--- config.mk ---
export PLATFORM = sky130hd
export DESIGN_NAME = port_cd_override
export DESIGN_NICKNAME = d
export VERILOG_FILES = /design/src/rtl/pin_ovr_pkg.sv /design/src/rtl/glitch_if.sv /design/src/rtl/spike_filter.sv /design/src/rtl/port_cd_override.sv
export VERILOG_INCLUDE_DIRS = /design/src /design/src/rtl
export SDC_FILE = /design/constraint.sdc
export NUM_CORES = 1
export LEC_CHECK = 0
export BUFFER_PORTS_ARGS = -buffer_cell sky130_fd_sc_hd__buf_2
export CAP_MARGIN = 30
export CORE_MARGIN = 3
export CORE_UTILIZATION = 52
export DETAILED_ROUTE_END_ITERATION = 16
export PLACE_DENSITY = 0.79
export SYNTH_ARGS = -nofsm -noshare
export SYNTH_HDL_FRONTEND = slang
export SYNTH_HIERARCHICAL = 1
export SYNTH_SLANG_ARGS = --single-unit
--- constraint.sdc ---
create_clock -name clock -period 2.4 [get_ports clock]
set_clock_uncertainty 0.05 [all_clocks]
set_input_delay 0.48 -clock clock [delete_from_list [all_inputs] [get_ports clock]]
set_output_delay 0.48 -clock clock [all_outputs]
set_load 0.005 [all_outputs]
--- src/rtl/pin_ovr_cfg.svh ---
// Register map, field positions, reset values and timing for the pin override
`ifndef PIN_OVR_CFG_SVH
`define PIN_OVR_CFG_SVH

`define ADR_PORT_CTRL 8'h00
`define ADR_TW_CTRL 8'h04
`define ADR_PORTC 8'h08
`define ADR_PORTD 8'h0C
`define ADR_STATUS 8'h10

`define CTL_XMEM 0
`define CTL_XMM_LO 1
`define CTL_XMM_HI 3
`define CTL_PUD 4
`define CTL_TXON 5
`define CTL_RXON 6
`define CTL_SYNC 7
`define CTL_DIN 8
`define CTL_IRQ_LO 12
`define CTL_IRQ_HI 15
`define CTL_W 16
`define CTL_RST 16'h0100

`define TW_ON 0
`define TW_W 8
`define TW_RST 8'h00

`define PRT_OUT_LO 0
`define PRT_OUT_HI 7
`define PRT_DIR_LO 8
`define PRT_DIR_HI 15
`define PRT_W 16
`define PRT_RST 16'h0000

// Mask limit per Port C pin, pin 7 in the top three bits
`define XM_THR 24'h29CBBF

`define RESP_OKAY 2'h0
`define RESP_SLVERR 2'h2

`define SPIKE_NS 50
`define CLK_NS 10
`define TW_IDLE 1'h1

`endif

--- src/rtl/pin_ovr_pkg.sv ---
// Shared types for the port C/D override block
package pin_ovr_pkg;
  typedef logic [7:0] pin_vec_t;
  typedef logic [31:0] word_t;
  typedef enum logic [0:0] {
    BUS_IDLE = 1'b0,
    BUS_RESP = 1'b1
  } bus_state_e;
endpackage

--- src/rtl/glitch_if.sv ---
// Raw and filtered two-wire pad lines between the top and the spike filter
`timescale 1ns/1ns
`default_nettype none
interface glitch_if #(parameter int N = 2);
  logic enable;
  logic [N-1:0] raw;
  logic [N-1:0] clean;
  modport filt (input enable, input raw, output clean);
  modport user (output enable, output raw, input clean);
endinterface
`default_nettype wire

--- src/rtl/spike_filter.sv ---
// Per-line spike filter for the two-wire data and clock inputs
`timescale 1ns/1ns
`default_nettype none
`include "pin_ovr_cfg.svh"
module spike_filter #(
  parameter int N = 2,
  parameter int CYC = 5
) (
  input wire logic clock, // System clock
  input wire logic rst, // Synchronous reset, active high
  glitch_if.filt fp // Raw lines in, filtered lines out
);
  localparam int CW = $clog2(CYC + 1);
  wire [N-1:0] clean_w;

  genvar ch;
  generate
    for (ch = 0; ch < N; ch++) begin : g_ch
      logic [CW-1:0] cnt_r;
      logic clean_r;
      wire same = (fp.raw[ch] == clean_r);
      wire done = (cnt_r == CW'(CYC - 1));
      // A change passes only after CYC cycles of the same level
      always_ff @(posedge clock) begin
        if (rst) begin
          cnt_r <= '0;
          clean_r <= `TW_IDLE;
        end else if (!fp.enable || same) begin
          cnt_r <= '0;
          clean_r <= fp.raw[ch];
        end else if (done) begin
          cnt_r <= '0;
          clean_r <= fp.raw[ch];
        end else begin
          cnt_r <= cnt_r + CW'(1);
        end
      end
      assign clean_w[ch] = clean_r;
    end
  endgenerate

  assign fp.clean = clean_w;
endmodule
`default_nettype wire

--- src/rtl/port_cd_override.sv ---
// Port C/D alternate-function override with an AXI4-Lite register slave
// Functional notes
// - Port C pin n drives external address bit n+8 when memory takes it.
// - Pins C7..C4 overridden when memory on and mask below 1..4.
// - Pins C3..C0 overridden when memory on and mask below 5,6,7,7.
// - D5 drives sync clock when its direction bit set, else receives.
// - D5 clock function works only in synchronous USART mode.
// - D7..D4 feed timer clocks, sync clock, capture; only D5 overrides.
// - D4 pad input goes to the timer1 capture trigger.
// - Transmitter on forces D3 output with TX data, pull-up off.
// - Receiver on forces D2 input; pull-up from port bit, gated.
// - Two-wire on makes D1 open-drain SDA, value 0, dir from pull-low.
// - Two-wire on makes D0 open-drain SCL, value 0, dir from pull-low.
// - Two-wire inputs drop pulses shorter than 50 ns.
// - Interrupt enables force input enable on D3..D0.
//
// The register addresses and register access over AXI4-Lite were chosen for this implementation.
`timescale 1ns/1ns
`default_nettype none
`include "pin_ovr_cfg.svh"
module port_cd_override
  import pin_ovr_pkg::*;
#(
  parameter int CLK_PERIOD_NS = `CLK_NS,
  parameter int SPIKE_WIDTH_NS = `SPIKE_NS
) (
  input wire logic clock, // System clock, 100 MHz
  input wire logic rst, // Synchronous reset, active high
  input wire logic awvalid, // Write address valid
  output logic awready, // Write address ready
  input wire logic [7:0] awaddr, // Write byte address
  input wire logic wvalid, // Write data valid
  output logic wready, // Write data ready
  input wire logic [31:0] wdata, // Write data
  input wire logic [3:0] wstrb, // Write byte strobes
  output logic bvalid, // Write response valid
  input wire logic bready, // Write response ready
  output logic [1:0] bresp, // Write response code
  input wire logic arvalid, // Read address valid
  output logic arready, // Read address ready
  input wire logic [7:0] araddr, // Read byte address
  output logic rvalid, // Read data valid
  input wire logic rready, // Read data ready
  output logic [31:0] rdata, // Read data
  output logic [1:0] rresp, // Read response code
  input wire logic [7:0] ext_addr_high, // External address bits 15..8
  input wire logic uart1_tx_line, // USART1 transmit data
  input wire logic uart1_clk_out, // USART1 sync clock to drive
  input wire logic sda_pull_low, // Two-wire logic pulls SDA low
  input wire logic scl_pull_low, // Two-wire logic pulls SCL low
  input wire logic [7:0] portc_pad_in, // Port C pad levels
  output logic [7:0] portc_pad_out, // Port C pad drive value
  output logic [7:0] portc_pad_oe_n, // Port C drive enable, low drives
  output logic [7:0] portc_pullup, // Port C pull-up on
  input wire logic [7:0] portd_pad_in, // Port D pad levels
  output logic [7:0] portd_pad_out, // Port D pad drive value
  output logic [7:0] portd_pad_oe_n, // Port D drive enable, low drives
  output logic [7:0] portd_pullup, // Port D pull-up on
  output logic timer0_ext_clock_in, // Timer0 counter source
  output logic timer1_ext_clock_in, // Timer1 counter source
  output logic uart1_sync_clock, // USART1 sync clock received
  output logic timer1_capture_in, // Timer1 capture trigger
  output logic uart1_rx_line, // USART1 receive data
  output logic [3:0] ext_irq_in, // External interrupt inputs 3..0
  output logic sda_in, // Filtered two-wire data
  output logic scl_in // Filtered two-wire clock
);
  localparam int SPIKE_CYC =
    (SPIKE_WIDTH_NS + CLK_PERIOD_NS - 1) / CLK_PERIOD_NS;
  localparam logic [23:0] XM_THR = `XM_THR;
  localparam int PINS = 16;

  // Registers
  logic [`CTL_W-1:0] ctrl_r;
  logic [`TW_W-1:0] tw_ctrl_r;
  logic [`PRT_W-1:0] portc_r;
  logic [`PRT_W-1:0] portd_r;

  // Write channel state
  bus_state_e wr_state_r;
  logic aw_held_r;
  logic w_held_r;
  logic [7:0] aw_addr_r;
  word_t w_data_r;
  logic [3:0] w_strb_r;
  logic awready_r;
  logic wready_r;
  logic bvalid_r;
  logic [1:0] bresp_r;

  // Read channel state
  logic arready_r;
  logic rvalid_r;
  word_t rdata_r;
  logic [1:0] rresp_r;

  // Registered pad and peripheral outputs
  pin_vec_t pc_out_r;
  pin_vec_t pc_oe_n_r;
  pin_vec_t pc_pu_r;
  pin_vec_t pd_out_r;
  pin_vec_t pd_oe_n_r;
  pin_vec_t pd_pu_r;
  logic t0_r;
  logic t1_r;
  logic xck_r;
  logic icp_r;
  logic rxd_r;
  logic [3:0] irq_r;
  logic sda_r;
  logic scl_r;

  // Control fields
  wire ext_memory_on = ctrl_r[`CTL_XMEM];
  wire [2:0] ext_addr_high_mask = ctrl_r[`CTL_XMM_HI:`CTL_XMM_LO];
  wire global_pullup_disable = ctrl_r[`CTL_PUD];
  wire uart1_tx_on = ctrl_r[`CTL_TXON];
  wire uart1_rx_on = ctrl_r[`CTL_RXON];
  wire uart1_sync_mode = ctrl_r[`CTL_SYNC];
  wire inputs_on = ctrl_r[`CTL_DIN];
  wire [3:0] irq_en = ctrl_r[`CTL_IRQ_HI:`CTL_IRQ_LO];
  wire two_wire_on = tw_ctrl_r[`TW_ON];
  wire pin_vec_t portd_out = portd_r[`PRT_OUT_HI:`PRT_OUT_LO];
  wire portd_dir_bit5 = portd_r[`PRT_DIR_LO + 5];

  // Bus handshakes
  wire aw_take = awvalid & awready_r;
  wire w_take = wvalid & wready_r;
  wire ar_take = arvalid & arready_r;
  wire wr_commit = (wr_state_r == BUS_IDLE) & aw_held_r & w_held_r;
  wire wr_done = bvalid_r & bready;
  wire aw_held_nxt = (aw_held_r | aw_take) & ~wr_commit;
  wire w_held_nxt = (w_held_r | w_take) & ~wr_commit;
  wire wr_idle_nxt = wr_commit ? 1'b0 :
                     (wr_state_r == BUS_IDLE) | wr_done;
  wire rvalid_nxt = rvalid_r ? ~rready : ar_take;

  // Byte-lane mask from the held strobes
  word_t wmask;
  genvar b;
  generate
    for (b = 0; b < 4; b++) begin : g_lane
      assign wmask[8*b +: 8] = {8{w_strb_r[b]}};
    end
  endgenerate

  function automatic word_t merge(word_t old, word_t data, word_t mask);
    merge = (old & ~mask) | (data & mask);
  endfunction

  wire sel_ctrl = (aw_addr_r == `ADR_PORT_CTRL);
  wire sel_tw = (aw_addr_r == `ADR_TW_CTRL);
  wire sel_pc = (aw_addr_r == `ADR_PORTC);
  wire sel_pd = (aw_addr_r == `ADR_PORTD);
  wire wr_hit = sel_ctrl | sel_tw | sel_pc | sel_pd;
  wire word_t ctrl_m = merge(32'(ctrl_r), w_data_r, wmask);
  wire word_t tw_m = merge(32'(tw_ctrl_r), w_data_r, wmask);
  wire word_t pc_m = merge(32'(portc_r), w_data_r, wmask);
  wire word_t pd_m = merge(32'(portd_r), w_data_r, wmask);

  // Override vectors: Port C in bits 7..0, Port D in bits 15..8
  logic [PINS-1:0] pullup_override_en;
  logic [PINS-1:0] pullup_override_val;
  logic [PINS-1:0] dir_override_en;
  logic [PINS-1:0] dir_override_val;
  logic [PINS-1:0] pinval_override_en;
  logic [PINS-1:0] pinval_override_val;
  logic [PINS-1:0] input_enable_override_en;
  logic [PINS-1:0] input_enable_override_val;
  logic [PINS-1:0] pu_eff;
  logic [PINS-1:0] dir_eff;
  logic [PINS-1:0] val_eff;
  logic [PINS-1:0] ie_eff;
  pin_vec_t pc_take;

  genvar n;
  generate
    for (n = 0; n < 8; n++) begin : g_portc
      // Address pin belongs to memory while the mask leaves it free
      assign pc_take[n] = ext_memory_on &
                          (ext_addr_high_mask < XM_THR[3*n +: 3]);
      assign pullup_override_en[n] = pc_take[n];
      assign pullup_override_val[n] = 1'h0;
      assign dir_override_en[n] = pc_take[n];
      assign dir_override_val[n] = 1'h1;
      assign pinval_override_en[n] = pc_take[n];
      assign pinval_override_val[n] = ext_addr_high[n];
      assign input_enable_override_en[n] = 1'h0;
      assign input_enable_override_val[n] = 1'h0;
    end
  endgenerate

  // Clock is driven only in sync mode with the pin set as output
  wire xck_oe = uart1_sync_mode & portd_dir_bit5;
  wire pd_pu2 = portd_out[2] & ~global_pullup_disable;
  wire pd_pu1 = portd_out[1] & ~global_pullup_disable;
  wire pd_pu0 = portd_out[0] & ~global_pullup_disable;

  assign pullup_override_en[15:8] = {4'h0, uart1_tx_on, uart1_rx_on,
                       two_wire_on, two_wire_on};
  assign pullup_override_val[15:8] = {5'h00, pd_pu2, pd_pu1, pd_pu0};
  assign dir_override_en[15:8] = {2'h0, xck_oe, 1'h0, uart1_tx_on, uart1_rx_on,
                       two_wire_on, two_wire_on};
  // Open drain: direction follows the pull-low request, value stays 0
  assign dir_override_val[15:8] = {2'h0, 1'h1, 1'h0, 1'h1, 1'h0,
                       sda_pull_low, scl_pull_low};
  assign pinval_override_en[15:8] = {2'h0, xck_oe, 1'h0, uart1_tx_on, 1'h0,
                       two_wire_on, two_wire_on};
  assign pinval_override_val[15:8] = {2'h0, uart1_clk_out, 1'h0, uart1_tx_line,
                       3'h0};
  assign input_enable_override_en[15:8] = {4'h0, irq_en};
  assign input_enable_override_val[15:8] = {4'h0, 4'hF};

  wire [PINS-1:0] pin_out = {portd_r[`PRT_OUT_HI:`PRT_OUT_LO],
                             portc_r[`PRT_OUT_HI:`PRT_OUT_LO]};
  wire [PINS-1:0] pin_dir = {portd_r[`PRT_DIR_HI:`PRT_DIR_LO],
                             portc_r[`PRT_DIR_HI:`PRT_DIR_LO]};

  genvar p;
  generate
    for (p = 0; p < PINS; p++) begin : g_pin
      wire norm_pu = pin_out[p] & ~pin_dir[p] & ~global_pullup_disable;
      assign pu_eff[p] = pullup_override_en[p] ? pullup_override_val[p] : norm_pu;
      assign dir_eff[p] = dir_override_en[p] ? dir_override_val[p] : pin_dir[p];
      assign val_eff[p] = pinval_override_en[p] ? pinval_override_val[p] : pin_out[p];
      assign ie_eff[p] = input_enable_override_en[p] ? input_enable_override_val[p] : inputs_on;
    end
  endgenerate

  // Digital input path after the input-enable gate
  wire [PINS-1:0] pin_in = {portd_pad_in, portc_pad_in} & ie_eff;
  wire pin_vec_t pc_in = pin_in[7:0];
  wire pin_vec_t pd_in = pin_in[15:8];

  // Two-wire lines take the pad before the digital gate
  glitch_if #(.N(2)) tw_if ();
  assign tw_if.enable = two_wire_on;
  assign tw_if.raw = portd_pad_in[1:0];

  spike_filter #(
    .N(2),
    .CYC(SPIKE_CYC)
  ) u_spike (
    .clock(clock),
    .rst(rst),
    .fp(tw_if.filt)
  );

  // Read decode
  wire word_t status_w = {dir_eff[7:0], dir_eff[15:8], pd_in, pc_in};
  wire rd_ctrl = (araddr == `ADR_PORT_CTRL);
  wire rd_tw = (araddr == `ADR_TW_CTRL);
  wire rd_pc = (araddr == `ADR_PORTC);
  wire rd_pd = (araddr == `ADR_PORTD);
  wire rd_st = (araddr == `ADR_STATUS);
  wire rd_hit = rd_ctrl | rd_tw | rd_pc | rd_pd | rd_st;
  wire word_t rd_word = rd_ctrl ? 32'(ctrl_r) :
                        rd_tw ? 32'(tw_ctrl_r) :
                        rd_pc ? 32'(portc_r) :
                        rd_pd ? 32'(portd_r) :
                        rd_st ? status_w : '0;

  // Write channel
  always_ff @(posedge clock) begin
    if (rst) begin
      wr_state_r <= BUS_IDLE;
      aw_held_r <= 1'b0;
      w_held_r <= 1'b0;
      awready_r <= 1'b0;
      wready_r <= 1'b0;
      bvalid_r <= 1'b0;
      bresp_r <= `RESP_OKAY;
    end else begin
      aw_held_r <= aw_held_nxt;
      w_held_r <= w_held_nxt;
      awready_r <= wr_idle_nxt & ~aw_held_nxt;
      wready_r <= wr_idle_nxt & ~w_held_nxt;
      if (wr_commit) begin
        wr_state_r <= BUS_RESP;
        bvalid_r <= 1'b1;
        bresp_r <= wr_hit ? `RESP_OKAY : `RESP_SLVERR;
      end else if (wr_done) begin
        wr_state_r <= BUS_IDLE;
        bvalid_r <= 1'b0;
      end
    end
  end

  // Held payloads need no reset
  always_ff @(posedge clock) begin
    if (aw_take) aw_addr_r <= {awaddr[7:2], 2'h0};
    if (w_take) begin
      w_data_r <= wdata;
      w_strb_r <= wstrb;
    end
  end

  // Register file
  always_ff @(posedge clock) begin
    if (rst) begin
      ctrl_r <= `CTL_RST;
      tw_ctrl_r <= `TW_RST;
      portc_r <= `PRT_RST;
      portd_r <= `PRT_RST;
    end else if (wr_commit) begin
      if (sel_ctrl) ctrl_r <= ctrl_m[`CTL_W-1:0];
      if (sel_tw) tw_ctrl_r <= tw_m[`TW_W-1:0];
      if (sel_pc) portc_r <= pc_m[`PRT_W-1:0];
      if (sel_pd) portd_r <= pd_m[`PRT_W-1:0];
    end
  end

  // Read channel: answer on the same edge that takes the address
  always_ff @(posedge clock) begin
    if (rst) begin
      arready_r <= 1'b0;
      rvalid_r <= 1'b0;
      rdata_r <= '0;
      rresp_r <= `RESP_OKAY;
    end else begin
      arready_r <= ~rvalid_nxt;
      rvalid_r <= rvalid_nxt;
      if (ar_take) begin
        rdata_r <= rd_word;
        rresp_r <= rd_hit ? `RESP_OKAY : `RESP_SLVERR;
      end
    end
  end

  // Pads and peripheral inputs, registered so every output is a flop
  always_ff @(posedge clock) begin
    if (rst) begin
      pc_out_r <= '0;
      pc_oe_n_r <= '1;
      pc_pu_r <= '0;
      pd_out_r <= '0;
      pd_oe_n_r <= '1;
      pd_pu_r <= '0;
    end else begin
      pc_out_r <= val_eff[7:0];
      pc_oe_n_r <= ~dir_eff[7:0];
      pc_pu_r <= pu_eff[7:0];
      pd_out_r <= val_eff[15:8];
      pd_oe_n_r <= ~dir_eff[15:8];
      pd_pu_r <= pu_eff[15:8];
    end
  end

  always_ff @(posedge clock) begin
    if (rst) begin
      t0_r <= 1'b0;
      t1_r <= 1'b0;
      xck_r <= 1'b0;
      icp_r <= 1'b0;
      rxd_r <= 1'b0;
      irq_r <= '0;
      sda_r <= `TW_IDLE;
      scl_r <= `TW_IDLE;
    end else begin
      t0_r <= pd_in[7];
      t1_r <= pd_in[6];
      xck_r <= uart1_sync_mode & pd_in[5];
      icp_r <= pd_in[4];
      rxd_r <= pd_in[2];
      irq_r <= pd_in[3:0];
      sda_r <= tw_if.clean[1];
      scl_r <= tw_if.clean[0];
    end
  end

  assign awready = awready_r;
  assign wready = wready_r;
  assign bvalid = bvalid_r;
  assign bresp = bresp_r;
  assign arready = arready_r;
  assign rvalid = rvalid_r;
  assign rdata = rdata_r;
  assign rresp = rresp_r;
  assign portc_pad_out = pc_out_r;
  assign portc_pad_oe_n = pc_oe_n_r;
  assign portc_pullup = pc_pu_r;
  assign portd_pad_out = pd_out_r;
  assign portd_pad_oe_n = pd_oe_n_r;
  assign portd_pullup = pd_pu_r;
  assign timer0_ext_clock_in = t0_r;
  assign timer1_ext_clock_in = t1_r;
  assign uart1_sync_clock = xck_r;
  assign timer1_capture_in = icp_r;
  assign uart1_rx_line = rxd_r;
  assign ext_irq_in = irq_r;
  assign sda_in = sda_r;
  assign scl_in = scl_r;
endmodule
`default_nettype wire

==> qor.yml, run 1 <==
cts_setup_buffers: 0
cts_resized: 0
core_area_sq_um: 12900
drive_gt1_share_pct: 29.6
tritoncts.num_buffers: 17
layout.nets: 940
period_share_pct: 84.4
dr.pass1.iters: 5
yosys.area_share.simple_pct: 17.8
fmax_ghz: 0.494
htree_levels: 4
grt.total_usage_pct: 25.8
multi_input_area_sq_um: 2800
peakVddDrop_uv: 428
cts-root-buf: "clkbuf_16"
required_ns: 2.64
rows: 41
cts_tree: "done"
rsz0062_at_grt: "false"
hold_buffers: 0
seqPwrFrac_pct: 50.5
internal-power_uw: 5090
cp_max_fo: 8
dieWidth_um: 122
p_leak_uw: 0.00389
avgSynthCellArea_sq_um: 10.2
drv_slew: 0
wl_per_cell_um: 18.4
vias_per_cell: 5.61
ff_latch_area_sq_um: 3980
clk_pin_slew_ns: 0.06
synth_cell_types: 52
power_uw: 6470
combPwrFrac_pct: 4.8
num_vias: 5805
status: "complete, no violations"
synth_top_family_by_area: "simple AND/OR/NAND/NOR gates"
ys.warnings.count: 6
p_sw_share_pct: 21.4
cts_buffer_depth: 2
area_delta_synth_final_pct: 23.2
tightest_slew_ns: 0.943
synth_compound_area_share_pct: 10.2
hold_viol: 0
syn_inst: 689
setup.worst_path.class: "reg -> reg"
synthXorXnorAreaFrac_pct: 0.497
finalWirelength_mm: 19.0
place_ws_ns: 0.0875
synth_edf_count: 24
num-fill-cells: 1039
io_pins: 187
max_slew_margin_pct: 36.9
antenna_found_initial: 0
gp_congestion: 0.914
yosysSeqAreaShare_pct: 56.5
clock_latency_ns: 0.43
overflow: 0
synth.area.mux_share_pct: 10.4
ant_nets: 0
startpoint_type: "flop"
setup_slack_ns: 0.374
arrival_ns: 2.27
fin_tns_setup_ns: 0
p_per_area_nw_per_um2: 745
grt_first_pass_wirelength_mm: 29.4
initial_core_util_pct: 54.5
critPathCaptureType: "flop"
clock_sinks: 187
die-area_sq_um: 15000
place_hpwl_mm: 14.1
io_buffers: 164
synthArstFlopShare_pct: 0
netlist_top_cells_area: "dfxtp_1 (46%), edfxtp_1 (10%), mux2i_1 (9.2%), nor2_1 (6.3%), o21ai_0 (2.4%)"
synth_top_area_cell: "dfxtp_1"
cap_violations: 0
num_antenna_cells: 0
setup_viol: 0
die_h_um: 122
hp-class: "in -> reg"
synthAdderAreaFrac_pct: 0.710
grt_pass1_vias: 5621
power_frac_clock_pct: 44.6
drc_errors: 0
min_period_ns: 2.03
synth_top_cell_area_share_pct: 46.3
ys.flop_type: "dfxtp_1"
ys_ff_latch: 187
power.switching_uw: 1380
grt_max_degree: 53
syn_area_sq_um: 7050
detail_route.iter0.violations: 606
stage by stage:
| step | cells | instance area [sq um] | util [%] | hold WS [ns] |
|---|---|---|---|---|
| floorplan | 690 | 7050 | - | 0.321 |
| global placement | 1002 | 8060 | 62.3 | 0.336 |
| detailed placement | 1002 | 8060 | 62.3 | 0.338 |
| CTS | 1034 | 8680 | 67.2 | 0.156 |
| global route | 1034 | 8680 | 67.2 | 0.158 |
| finish | 1034 | 8680 | 67.2 | 0.167 |
final cells by class:
| cell class | count | share of cell area [%] |
|---|---|---|
| inverter | 17 | 0.735 |
| sequential | 187 | 45.9 |
| timing repair buffer | 186 | 11.4 |
| multi-input combinational | 440 | 32.3 |
| clock buffer | 23 | 5.98 |
| tap | 172 | 2.48 |
| clock inverter | 9 | 1.23 |
Yosys cell counts, drive strengths merged, types with 3 or more instances:
library cell  instances
a21o                  3
nor4b                 3
nor2b                13
or2                   7
o22ai                 9
a211oi               16
mux2i                65
edfxtp               24
buf                  13
nor2                119
nand2b               11
o21ai                44
and3                 11
a22o                  3
xnor2                 4
clkbuf               33
nand3                 3
nor4                  8
nand2                41
inv                  17
mux2                  7
nor3                  9
a21oi                 8
a32oi                14
or3                   3
dfxtp               163
nor3b                 5
ha                    4
nand4b                3
and2                  6
critical path, stage by stage, from the launching register on:
cell and delay [ns]:
edfxtp_1 0.37, nor4_2 0.29, buf_4 0.20, nand4b_1 0.50
mux2i_1 0.40, nor2_1 0.08
placed cells by master, fill, tap and decap left out, types with 11 or more instances in the layout:
master	count
dfxtp_1	163
buf_2	163
nor2_1	119
mux2i_1	65
nand2_1	41
o21ai_0	34
edfxtp_1	24
buf_4	23
clkbuf_16	18
inv_1	17
a211oi_1	16
a32oi_1	14
nor2b_1	13
and3_1	11
power groups by stage:
stage                     clock network [uW]  registers, uW  logic (uW)
after global placement                     0           3330         301
after floorplan                            0           3330         169
after CTS                               2910           3270         311
after global routing                    3050           3270         346
after detailed placement                   0           3340         308
final                                   2890           3270         313
logic make-up after synthesis:
group,after synthesis
compound gates,106
xor+xnor,4
fa+ha+maj,4
buf+inv,63
flops,187
mux,72
other cells,1
simple gates,252
worst paths after layout:
check,from,to,slack [ns],cells past startpoint
setup / recovery,aw_addr_r[5],flop,0.37,5
setup reg to reg,aw_addr_r[5],flop,0.37,5
hold / removal,wdata[1],w_data_r[1],0.17,1
hold reg to reg,flop,portd_pad_oe_n[6],0.35,1
metal layers:
metal / wire, um / vias up / share of wire (%) / track usage (%)
met1: 8210 / 2763 / 43 / 34.1
met2: 8940 / 293 / 47 / 42.0
met5: 0 / - / 0 / 0
met4: 385 / 0 / 2.0 / 9.73
met3: 1500 / 37 / 7.9 / 5.25
li1: - / 2712 / - / -
No activity file was read; power rests on OpenSTA's default activity.
==> run 2, diff against run 1 <==
- clock period: 2.4 -> 1.9 ns (I/O delays scaled with it)
==> qor.yml, run 2 (synthesis results as in run 1) <==
period_share_pct: 95.7
p_per_area_nw_per_um2: 905
vias_per_cell: 5.54
io_buffers: 164
place_hpwl_mm: 14.4
grt_first_pass_wirelength_mm: 29.3
power_uw: 7890
reg2reg_from: "aw_addr_r[5]"
antenna_found_initial: 0
final_cells: 1045
dieWidth_um: 122
layout.nets: 951
tightest_slew_ns: 0.866
cp_max_fo: 9
hold_end: "w_data_r[9]"
peakVddDrop_uv: 634
detail_route.iter0.violations: 497
p_leak_uw: 0.00391
gp_congestion: 0.934
dp.cells: 1013
die-area_sq_um: 15000
core_area_sq_um: 12900
fin_hold_ws_ns: 0.0664
drc_errors: 0
setup.worst_path.class: "reg -> reg"
io_pins: 187
num_antenna_cells: 0
clock_sinks: 187
clock_latency_ns: 0.43
cts_buffer_depth: 2
grt_pass1_vias: 5618
cts_tree: "done"
worstRegToRegCells: 5
drive_gt1_share_pct: 30.0
cap_violations: 0
area_delta_synth_final_pct: 23.7
initial_core_util_pct: 54.5
setup_viol: 0
hp-class: "in -> reg"
required_ns: 2.16
cts-root-buf: "clkbuf_16"
min_from: "wdata[9]"
rows: 41
startpoint_type: "flop"
arrival_ns: 2.08
rsz0062_at_grt: "true"
clk_pin_slew_ns: 0.07
fmax_ghz: 0.550
finalWirelength_mm: 19.0
die_h_um: 122
critPathCaptureType: "flop"
num_vias: 5788
status: "complete, no violations"
hold_viol: 0
cts_setup_buffers: 0
max_slew_margin_pct: 42.0
final_cell_mix: "dfxtp_1 (163), buf_2 (163), nor2_1 (119), mux2i_1 (65), nand2_1 (41)"
holdPathStages: 1
tritoncts.num_buffers: 17
dr.pass1.iters: 5
htree_levels: 4
r2r_setup_slack_ns: 0.08
overflow: 0
ant_nets: 0
drv_slew: 0
fin_util_pct: 67.4
grt.total_usage_pct: 25.7
stdcell_area_sq_um: 8720
grt_max_degree: 80
min_period_ns: 1.82
post_dp_cell_area_sq_um: 8150
wl_per_cell_um: 18.2
==> run 2: how the worst max path moves through the flow <==
stage / end / cells past startpoint / from
after detailed placement: rdata[27] / 5 / araddr[0]
after CTS: flop / 5 / aw_addr_r[5]
after global routing: flop / 5 / aw_addr_r[5]
after global placement: rdata[27] / 5 / araddr[0]
after floorplan: rdata[24] / 7 / araddr[2]
final: flop / 5 / aw_addr_r[5]
==> run 2: repair_timing <==
item                       in CTS  in global routing
hold buffers                    0                  0
resized for setup               1                  0
setup endpoints to repair       1                  4
pin swaps                       0                  1
==> run 2: stage by stage <==
| step | setup slack, ns | TNS, ns |
|---|---|---|
| after detailed placement | -0.267 | -5.45 |
| after global routing | -0.00722 | -0.00762 |
| after global placement | -0.249 | -4.88 |
| after CTS | 0.0598 | 0 |
| final | 0.0817 | 0 |
| after floorplan | -0.125 | -1.26 |
==> run 2: report_power, final <==
| part | leakage (uW) | total, uW | internal [uW] | switching [uW] |
|---|---|---|---|---|
| logic | 0.00209 | 409 | 168 | 241 |
| clock network | 0.000282 | 3350 | 1940 | 1410 |
| registers | 0.00154 | 4130 | 4080 | 53.5 |
| total | 0.00391 | 7890 | 6180 | 1710 |
==> run 2: area by class of cell <==
| cell class | count | area [sq um] |
|---|---|---|
| inverter | 17 | 63.8 |
| tap | 172 | 215 |
| sequential | 187 | 3980 |
| clock inverter | 7 | 62.6 |
| timing repair buffer | 197 | 1080 |
| fill | 1030 | 4210 |
| clock buffer | 25 | 495 |
| multi-input combinational | 440 | 2810 |
==> run 2: routing by layer <==
| metal | GRT usage (%) | up-vias | share of wire (%) |
|---|---|---|---|
| li1 | - | 2728 | - |
| met1 | 33.6 | 2745 | 42 |
| met2 | 41.5 | 274 | 47 |
| met3 | 5.81 | 41 | 8.5 |
| met4 | 10.6 | 0 | 2.6 |
| met5 | 0 | - | 0 |
==> run 2: worst max-delay path: stages, from the launching register on <==
cell      delay [ns]
edfxtp_1        0.40
nor4_4          0.38
nor4bb_2        0.33
buf_4           0.25
mux2i_1         0.21
nor2_1          0.05
